<file path="config.mk">
export PLATFORM = sky130hd
export DESIGN_NAME = io_module_status_config_regs
export DESIGN_NICKNAME = d
export VERILOG_FILES = /design/src/rtl/io_status_pkg.sv /design/src/rtl/io_module_status_config_regs.sv
export VERILOG_INCLUDE_DIRS = /design/src /design/src/rtl
export SDC_FILE = /design/constraint.sdc
export NUM_CORES = 1
export LEC_CHECK = 0
export BUFFER_PORTS_ARGS = -buffer_cell sky130_fd_sc_hd__buf_2
export CAP_MARGIN = 10
export CORE_UTILIZATION = 42
export DETAILED_ROUTE_END_ITERATION = 10
export PLACE_DENSITY_LB_ADDON = 0.25
export RECOVER_POWER = 100
export SLEW_MARGIN = 5
export SYNTH_ARGS = -nofsm -noshare
export SYNTH_HDL_FRONTEND = slang
export SYNTH_SLANG_ARGS = --single-unit
</file>
<file path="constraint.sdc">
create_clock -name clk_sys -period 1.9 [get_ports clk_sys]
set_input_delay 0.19 -clock clk_sys [delete_from_list [all_inputs] [get_ports clk_sys]]
set_output_delay 0.19 -clock clk_sys [all_outputs]
set_load 0.005 [all_outputs]
</file>
<file path="src/rtl/io_status_defines.svh">
`ifndef IO_STATUS_DEFINES_SVH
`define IO_STATUS_DEFINES_SVH
// ----------------------------------------
// register offsets (address bits 28-31)
// ----------------------------------------
`define OFS_GEN_STATUS   4'hB
`define OFS_DMA_REMAP    4'hC
`define OFS_MOD_CONFIG   4'hD
`define OFS_FP_STATUS    4'hE
`define OFS_COP_OPCODE   4'hF
// ----------------------------------------
// bit positions, ibm-style bit 0 = msb, mapped to lsb index 31-n
// ----------------------------------------
`define GS_WRITE         30
`define GS_XLATE         26
`define GS_NOREPORT_IO   16
`define GS_NOBUSY        15
`define GS_EXC_SP        14
`define GS_BAD_WDATA     13
`define GS_TGT_PAR       12
`define GS_REPLY_IND     11
`define GS_REPLY_ERR     10
`define GS_SP_ACCEPT     9
`define GS_NOREPORT_MU   1
`define GS_IRQ5          0
`define MU_ERR_LSB       2
`define FP_ADDR_LSB      10
`define FP_AHEAD         8
`define FP_COP_EXC       1
`define FP_COP_INC       0
`define MU_ERR_MASK      6'h3B
`define CFG_STRAP_LSB    8
`define CFG_TAG_LSB      5
`define CFG_ARB_LSB      0
`define CFG_WR_MASK      32'h00000067
`endif

</file>
<file path="src/rtl/io_status_pkg.sv">
package io_status_pkg;
  typedef logic [31:0] word_t;
  typedef logic [5:0]  mu_err_t;
  typedef logic [6:0]  fp_addr_t;
endpackage

</file>
<file path="src/rtl/io_module_status_config_regs.sv">
`timescale 1ns/1ps
`include "io_status_defines.svh"
module io_module_status_config_regs
  import io_status_pkg::*;
#(
  parameter int STRAP_W = 8
) (
  input  wire logic               clk_sys,
  input  wire logic               reset,
  input  wire logic               acc_valid,
  input  wire logic               acc_write,
  input  wire logic [31:0]        acc_addr,
  input  wire logic [31:0]        acc_wdata,
  input  wire logic [7:0]         io_base,
  output logic                    acc_ack,
  output logic [31:0]             acc_rdata,
  input  wire logic               ev_dma_hit,
  input  wire logic               ev_req_write,
  input  wire logic               ev_req_xlate,
  input  wire logic               ev_noreport_io,
  input  wire logic               ev_nobusy,
  input  wire logic               ev_exc_sp,
  input  wire logic               ev_bad_wdata,
  input  wire logic               ev_tgt_parity,
  input  wire logic               ev_reply_ind,
  input  wire logic               ev_reply_err,
  input  wire logic               ev_sp_accept,
  input  wire logic [5:0]         ev_mu_err,
  input  wire logic               ev_noreport_mu,
  input  wire logic               irq5_line,
  input  wire logic               sp_req,
  input  wire logic               serialize_disable,
  output logic                    sp_force_exc,
  output logic                    irq2_out,
  input  wire logic [STRAP_W-1:0] feature_strap_input,
  output logic [1:0]              dma_tag,
  output logic [2:0]              arb_level,
  input  wire logic [3:0]         dma_in_subseg,
  input  wire logic [1:0]         dma_in_piece,
  input  wire logic [15:0]        subseg_present,
  output logic                    remap_hit,
  output logic [1:0]              remap_piece,
  input  wire logic               fp_err,
  input  wire logic [6:0]         fp_err_addr,
  input  wire logic               fp_err_ahead,
  input  wire logic [5:0]         fp_mu_err,
  input  wire logic               fp_cop_exc,
  input  wire logic               fp_cop_incomplete,
  input  wire logic               cop_pc_req,
  input  wire logic [15:0]        cop_opcode
);
  // ----------------------------------------
  // decode
  // ----------------------------------------
  word_t    gsr_ff, nxt_gsr;
  word_t    fsr_ff, nxt_fsr;
  logic [15:0] remap_ff, nxt_remap;
  logic [4:0]  cfg_ff, nxt_cfg;
  logic [15:0] opc_ff, nxt_opc;
  logic     ser_ff, nxt_ser;
  logic     ack_ff, nxt_ack;
  word_t    rdata_ff, nxt_rdata;
  logic     irq2_ff, nxt_irq2;
  logic     rhit_ff, nxt_rhit;
  logic [1:0] rpiece_ff, nxt_rpiece;
  logic     hit, rd, wr;
  logic [3:0] ofs;
  logic     fp_held;

  // bit n of the ibm numbering of a 16-bit field is index 15-n
  function automatic logic sel(input logic [15:0] v, input logic [3:0] i);
    return v[4'hF - i];
  endfunction

  assign hit = acc_valid && (acc_addr[23:16] == io_base) && (acc_addr[15:4] == 12'h000);
  assign ofs = acc_addr[3:0];
  assign rd  = hit && !acc_write;
  assign wr  = hit && acc_write;
  // any recorded fp status freezes the address, even a zero one
  assign fp_held = |fsr_ff;

  // ----------------------------------------
  // next state
  // ----------------------------------------
  always_comb begin
    nxt_gsr = gsr_ff;
    nxt_fsr = fsr_ff;
    nxt_remap = remap_ff;
    nxt_cfg = cfg_ff;
    nxt_opc = opc_ff;
    nxt_ser = ser_ff;
    nxt_rdata = 32'h00000000;
    nxt_ack = hit;
    // read clears first, new events set afterwards so a set wins
    if (rd && ofs == `OFS_GEN_STATUS) begin
      nxt_gsr = 32'h00000000;
      nxt_ser = 1'b0;
    end
    if (rd && ofs == `OFS_FP_STATUS) begin
      nxt_fsr = 32'h00000000;
    end
    if (ev_dma_hit) begin
      if (ev_req_write) nxt_gsr[`GS_WRITE] = 1'b1;
      if (ev_req_xlate) nxt_gsr[`GS_XLATE] = 1'b1;
      nxt_gsr[`MU_ERR_LSB +: 6] = nxt_gsr[`MU_ERR_LSB +: 6] | (ev_mu_err & `MU_ERR_MASK);
    end
    if (ev_noreport_io) nxt_gsr[`GS_NOREPORT_IO] = 1'b1;
    if (ev_nobusy) nxt_gsr[`GS_NOBUSY] = 1'b1;
    if (ev_exc_sp) nxt_gsr[`GS_EXC_SP] = 1'b1;
    if (ev_bad_wdata) nxt_gsr[`GS_BAD_WDATA] = 1'b1;
    if (ev_tgt_parity) nxt_gsr[`GS_TGT_PAR] = 1'b1;
    if (ev_reply_ind) nxt_gsr[`GS_REPLY_IND] = 1'b1;
    if (ev_reply_err) nxt_gsr[`GS_REPLY_ERR] = 1'b1;
    if (ev_sp_accept) nxt_gsr[`GS_SP_ACCEPT] = 1'b1;
    if (ev_noreport_mu) nxt_gsr[`GS_NOREPORT_MU] = 1'b1;
    nxt_gsr[`GS_IRQ5] = 1'b0; // live bit is merged on read
    if (ev_exc_sp && !serialize_disable) nxt_ser = 1'b1;
    // first error address frozen until read
    if (fp_err && !fp_held) begin
      nxt_fsr[`FP_ADDR_LSB +: 7] = fp_err_addr;
      nxt_fsr[`FP_AHEAD] = fp_err_ahead;
    end
    if (fp_err) begin
      nxt_fsr[`MU_ERR_LSB +: 6] = nxt_fsr[`MU_ERR_LSB +: 6] | (fp_mu_err & `MU_ERR_MASK);
    end
    if (fp_cop_exc) nxt_fsr[`FP_COP_EXC] = 1'b1;
    if (fp_cop_incomplete) nxt_fsr[`FP_COP_INC] = 1'b1;
    if (wr) begin
      unique case (ofs)
        `OFS_DMA_REMAP:  nxt_remap = acc_wdata[31:16];
        `OFS_MOD_CONFIG: nxt_cfg = {acc_wdata[`CFG_TAG_LSB +: 2], acc_wdata[`CFG_ARB_LSB +: 3]};
        `OFS_COP_OPCODE: nxt_opc = acc_wdata[15:0];
        default: ;
      endcase
    end
    if (cop_pc_req) nxt_opc = cop_opcode;
    if (rd) begin
      unique case (ofs)
        `OFS_GEN_STATUS: nxt_rdata = gsr_ff | {31'h00000000, irq5_line};
        `OFS_DMA_REMAP:  nxt_rdata = {remap_ff, 16'h0000};
        `OFS_MOD_CONFIG: nxt_rdata = {16'h0000, feature_strap_input, 1'b0, cfg_ff[4:3], 2'b00, cfg_ff[2:0]};
        `OFS_FP_STATUS:  nxt_rdata = fsr_ff;
        `OFS_COP_OPCODE: nxt_rdata = {16'h0000, opc_ff};
        default:         nxt_rdata = 32'h00000000;
      endcase
    end
    nxt_irq2 = nxt_gsr[`GS_NOREPORT_IO] | nxt_gsr[`GS_NOREPORT_MU];
    // remap fields: bits 0-3 new bit8, 4-7 new bit9, 8-11 present, 12-15 subsegment
    nxt_rhit = (dma_in_subseg == remap_ff[3:0]) && !sel(subseg_present, dma_in_subseg)
               && remap_ff[4'h7 - {2'b00, dma_in_piece}];
    nxt_rpiece = {remap_ff[4'hF - {2'b00, dma_in_piece}], remap_ff[4'hB - {2'b00, dma_in_piece}]};
  end

  // ----------------------------------------
  // registers
  // ----------------------------------------
  always_ff @(posedge clk_sys) begin
    if (reset) begin
      gsr_ff <= 32'h00000000;
      fsr_ff <= 32'h00000000;
      remap_ff <= 16'h0000;
      cfg_ff <= 5'h00;
      opc_ff <= 16'h0000;
      ser_ff <= 1'b0;
      ack_ff <= 1'b0;
      rdata_ff <= 32'h00000000;
      irq2_ff <= 1'b0;
      rhit_ff <= 1'b0;
      rpiece_ff <= 2'b00;
    end else begin
      gsr_ff <= nxt_gsr;
      fsr_ff <= nxt_fsr;
      remap_ff <= nxt_remap;
      cfg_ff <= nxt_cfg;
      opc_ff <= nxt_opc;
      ser_ff <= nxt_ser;
      ack_ff <= nxt_ack;
      rdata_ff <= nxt_rdata;
      irq2_ff <= nxt_irq2;
      rhit_ff <= nxt_rhit;
      rpiece_ff <= nxt_rpiece;
    end
  end

  assign acc_ack = ack_ff;
  assign acc_rdata = rdata_ff;
  assign sp_force_exc = ser_ff;
  assign irq2_out = irq2_ff;
  assign dma_tag = cfg_ff[4:3];
  assign arb_level = cfg_ff[2:0];
  assign remap_hit = rhit_ff;
  assign remap_piece = rpiece_ff;
endmodule // io_module_status_config_regs

</file>
# Word level (Yosys, flattened, before mapping)

Cells that the tools add are included.

Add/subtract/negate cells: 4
$lt $le $gt $ge: 4
Equal/unequal tests: 7
Muxes and demuxes: 35
Bitwise logic cells: 5
Reductions and logical operators: 33

Operators by type and width:

| kind                                                                         | number |
|---|---|
| 32-bit one-hot mux with 5 select lines                                       | 1 |
| 16-bit 2-to-1 mux                                                            | 3 |
| 31-bit 2-to-1 mux                                                            | 1 |
| 31-bit by 1-bit OR with 31-bit output                                        | 1 |
| 2-bit nonzero test                                                           | 13 |
| 1-bit 2-to-1 mux                                                             | 22 |
| 4-bit == test, second input constant                                         | 5 |
| 4-bit by 5-bit less-than comparator with 1-bit output, second input constant | 4 |
| 17-bit 2-to-1 mux                                                            | 1 |
| 1-bit binary-select mux with 4-bit select                                    | 4 |
| 16-bit OR reduction                                                          | 1 |
| 12-bit logical NOT                                                           | 1 |
| 6-bit 2-to-1 mux                                                             | 2 |
| 6-bit OR                                                                     | 2 |
| 1-bit logical AND                                                            | 10 |
| 8-bit == test                                                                | 1 |
| 7-bit 2-to-1 mux                                                             | 1 |
| 2-bit AND reduction                                                          | 3 |
| 4-bit == test                                                                | 1 |
| 1-bit logical NOT                                                            | 4 |
| 1-bit by 3-bit subtractor with 4-bit output, first input constant            | 1 |
| 3-bit by 2-bit subtractor with 4-bit output, first input constant            | 1 |
| 4-bit by 2-bit subtractor with 4-bit output, first input constant            | 1 |
| 4-bit subtractor, first input constant                                       | 1 |
| 3 further kinds                                                              | 3 |

Flip-flop bits (word level): 109
Input port bits: 161
Word-level logic and storage cells: 110

# Depth between registers and ports, before layout

Depth in word-level cells: 8
Depth in mapped cells: 7

# Worst setup path after synthesis

No wires, ideal clock.

Kind: input to register
Start point: input port acc_addr[6]
End point: register remap_ff[12]
Data arrival time: 1711 ps
Data required time: 1772 ps
Slack: 62 ps
Stages: 6
Path through: nor4_2 nand4_2 nor4_4 buf_6 mux2i_1 nor2_1

Longest elaborated chain between the ends: 4

Ends and longest elaborated chain:

| what                                 | RTL line                            | source |
|---|---|---|
| from (decl)                          | io_module_status_config_regs.sv:12  | `input wire logic [31:0] acc_addr,` |
| 12-bit logical NOT                   | io_module_status_config_regs.sv:75  | `assign hit = acc_valid && (acc_addr[23:16] == io_base) && (acc_addr[15:4] == 12'h000);` |
| 1-bit logical AND                    | io_module_status_config_regs.sv:75  |  |
| 1-bit logical AND                    | io_module_status_config_regs.sv:78  | `assign wr = hit && acc_write;` |
| 2-bit AND reduction (no source line) | -                                   |  |
| to (signal assigned)                 | io_module_status_config_regs.sv:173 | `remap_ff <= nxt_remap;` |
| to (decl)                            | io_module_status_config_regs.sv:57  | `logic [15:0] remap_ff, nxt_remap;` |

Every way passes these cells.
A chain may end at the register's enable or synchronous reset.

# Worst setup path after layout

Start point: input port acc_addr[6]
End point: register rdata_ff[17] (netlist: acc_rdata[17])

Longest elaborated chain between the ends: 5

Ends and longest elaborated chain:

| what                                | RTL line                            | source |
|---|---|---|
| 12-bit logical NOT                  | io_module_status_config_regs.sv:75  |  |
| 1-bit logical AND                   | io_module_status_config_regs.sv:75  |  |
| 1-bit logical AND                   | io_module_status_config_regs.sv:77  | `assign rd = hit && !acc_write;` |
| 1-bit NOT (no source line)          | -                                   |  |
| 2-bit OR reduction (no source line) | -                                   |  |
| to (signal assigned)                | io_module_status_config_regs.sv:178 | `rdata_ff <= nxt_rdata;` |
| to (decl)                           | io_module_status_config_regs.sv:62  | `word_t rdata_ff, nxt_rdata;` |

Every way passes these cells.

==> impl_metrics.ini <==
[final_layout]
area_delta_synth_final_pct = 28.4
fin_nets = 813
final_util = 0.558
drive_above_1_share = 0.358
mostFrequentLayoutCell = buf_2
insertedDiodeCount = 0
nFillCells = 971
multi_input_area_um2 = 2220
register_area_um2 = 2120
mostFrequentLayoutCells = 176 x buf_2, 106 x dfxtp_1, 85 x nor2_1, 34 x a22oi_1, 25 x a21oi_1

[clock_tree]
cts_tree = yes
cts_resized = 0
htreeDepth = 3
cts_buffer_depth = 2
postCtsHoldBufs = 0
postCtsSetupBuffers = 0
root_buffer = clkbuf_8
worstSkewPairLatency_ps = 370
cts_buffers = 9
cts.sink_count = 106
clk_pin_slew_ps = 100

[routing]
dr.pass1.iters = 5
drt.antenna.violating_nets = 0
vias = 4161
drcViolationCount = 0
wl_per_cell_um = 15.3
vias_per_cell = 5.25
wirelength_mm = 12.2
drt_iter0_markers = 240

[min_path]
whs_path_depth = 3
hold_path_class = primary input to flip-flop

[yosys]
ys_ff_latch = 106
netlist_area_um2 = 4490
async_flop_share = 0
netlist-cell-type-count = 34
ys.flop_type = dfxtp_1
synth_seq_area_share = 0.473
syn_area_per_cell_um2 = 9.68
syn_inst = 464
synth-edff-count = 0
synth_nets = 625
synth_warnings = 0

[die]
die_w_um = 105
pin_count = 204
dieArea_um2 = 11100
core_um2 = 10300
start_util = 0.435
fp.dieH_um = 105
rows = 37

[sta]
maxSlewViolCount = 0
period_needed_ps = 1710
clock.fmax_ghz = 0.586
slew_headroom = 0.525
setup_violations = 0
setup_ws_ps = 194
post-route-period-util = 0.898
rsz0062_at_grt = false
tightest_slew_ps = 713
skew_ps = 11.4
final_hold_viol_count = 0

[place]
io_buffers = 192
detailed_place_hpwl_mm = 9.32
pre_cts_slack_ps = -75.6
place.gp.congestion = 0.854

[power]
cellLeakagePower_nw = 2.39
peakVddDrop_v = 0.000335
p_per_area_nw_per_um2 = 712

[setup_path]
timing_worst_setup_path_type = primary input to flip-flop
crit_path_max_fanout = 13
arrival_ps = 2010
rr_worst_depth = 4
cp-start-kind = primary input
cp-end-kind = flip-flop
cp_data_required_time_ps = 2210

[global_routing]
grt_busiest_layer = met2
met1_usage = 0.254
grt_pass1_vias = 4046
antenna_found_initial = 0
grt_pass1_wl_mm = 19.2
grt_util_met3 = 0.0526
grt-ovfl-total = 0
grt_usage = 0.221
grt.met2_usage = 0.400
grt_max_degree = 49

[run_status]
status = finished clean

[run]
drv_cap = 0
## metrics by stage
| stage | total power (W) | setup TNS (ps) | cells | hold WS, ps | instance area, um^2 |
|---|---|---|---|---|---|
| final | 0.00410 | 0 | 792 | 24.8 | 5770 |
| after detailed placement | 0.00287 | -1990 | 777 | 404 | 5650 |
| after floorplan | 0.00262 | 0 | 464 | 307 | 4490 |
| after global placement | 0.00286 | -450 | 777 | 396 | 5650 |
| after CTS | 0.00416 | 0 | 792 | 7.11 | 5830 |
| after global routing | 0.00429 | 0 | 792 | 15.7 | 5770 |
## Yosys cell counts, drive strengths merged, types with 2 or more instances
library cell / instances / share of area
a21oi: 25 / 0.028
a22oi: 34 / 0.057
a32oi: 3 / 0.0059
and2: 14 / 0.020
and4: 4 / 0.0078
buf: 9 / 0.012
clkbuf: 24 / 0.020
dfxtp: 106 / 0.47
mux2: 15 / 0.038
mux2i: 22 / 0.049
mux4: 8 / 0.040
nand2: 3 / 0.0025
nand4: 8 / 0.013
nor2: 85 / 0.071
nor2b: 21 / 0.029
nor3: 18 / 0.020
nor3b: 18 / 0.030
nor4: 25 / 0.044
nor4b: 2 / 0.0039
xnor2: 11 / 0.021
## sequential cells by signal, summed over array words and instances (netlist names)
register,count
fsr_ff,15
remap_hit,1
acc_rdata,32
opc_ff,16
remap_piece,2
gsr_ff,16
cfg_ff,5
sp_force_exc,1
irq2_out,1
remap_ff,16
acc_ack,1
## worst max-delay path, cell delays in order
cell and delay (ps):
buf_2 110, nor4_2 330, and4_1 310, nand3_1 100
clkbuf_1 130, nor4b_2 200, clkbuf_1 430, and2_0 210
## power breakdown
group	internal, W	leakage [nW]	switching [W]
sequential	0.00229	0.865	0.0000400
clock	0.000489	0.0880	0.000796
combinational	0.000261	1.43	0.000230
total	0.00304	2.39	0.00107
## routing by layer
metal,wire [um],up-vias,share of wire
met5,0,-,0
met4,188,0,0.015
met2,6170,173,0.51
met1,4930,1933,0.41
met3,872,15,0.072
li1,-,2040,-
## worst paths after layout
path                            slack [ps]                       end                 startpoint
worst max register to register         540   fsr_ff[16]$_SDFFE_PP0P_    fsr_ff[12]$_SDFFE_PP0P_
worst min-delay path                    20   gsr_ff[10]$_SDFFE_PP0P_               ev_reply_err
worst max-delay path                   190  acc_rdata[17]$_SDFF_PP0_                acc_addr[6]
worst min register to register         490  acc_rdata[29]$_SDFF_PP0_  remap_ff[13]$_SDFFE_PP0P_
## layout make-up
| cell class | count | share of cell area |
|---|---|---|
| clock inverters | 6 | 0.00868 |
| flip-flops and latches | 106 | 0.368 |
| clock buffers | 9 | 0.0215 |
| well taps | 136 | 0.0295 |
| repair buffers | 210 | 0.188 |
| multi-input cells | 325 | 0.385 |
## cell families after synthesis
group	count (synthesis)	share of synthesized area
AND/OR/NAND/NOR	204	0.252
flip-flops	106	0.473
AO/OA/AOI/OAI	64	0.0934
multiplexers	45	0.127
buffers and inverters	33	0.0321
XOR/XNOR	12	0.0234
No activity file was read; power rests on OpenSTA's default activity.
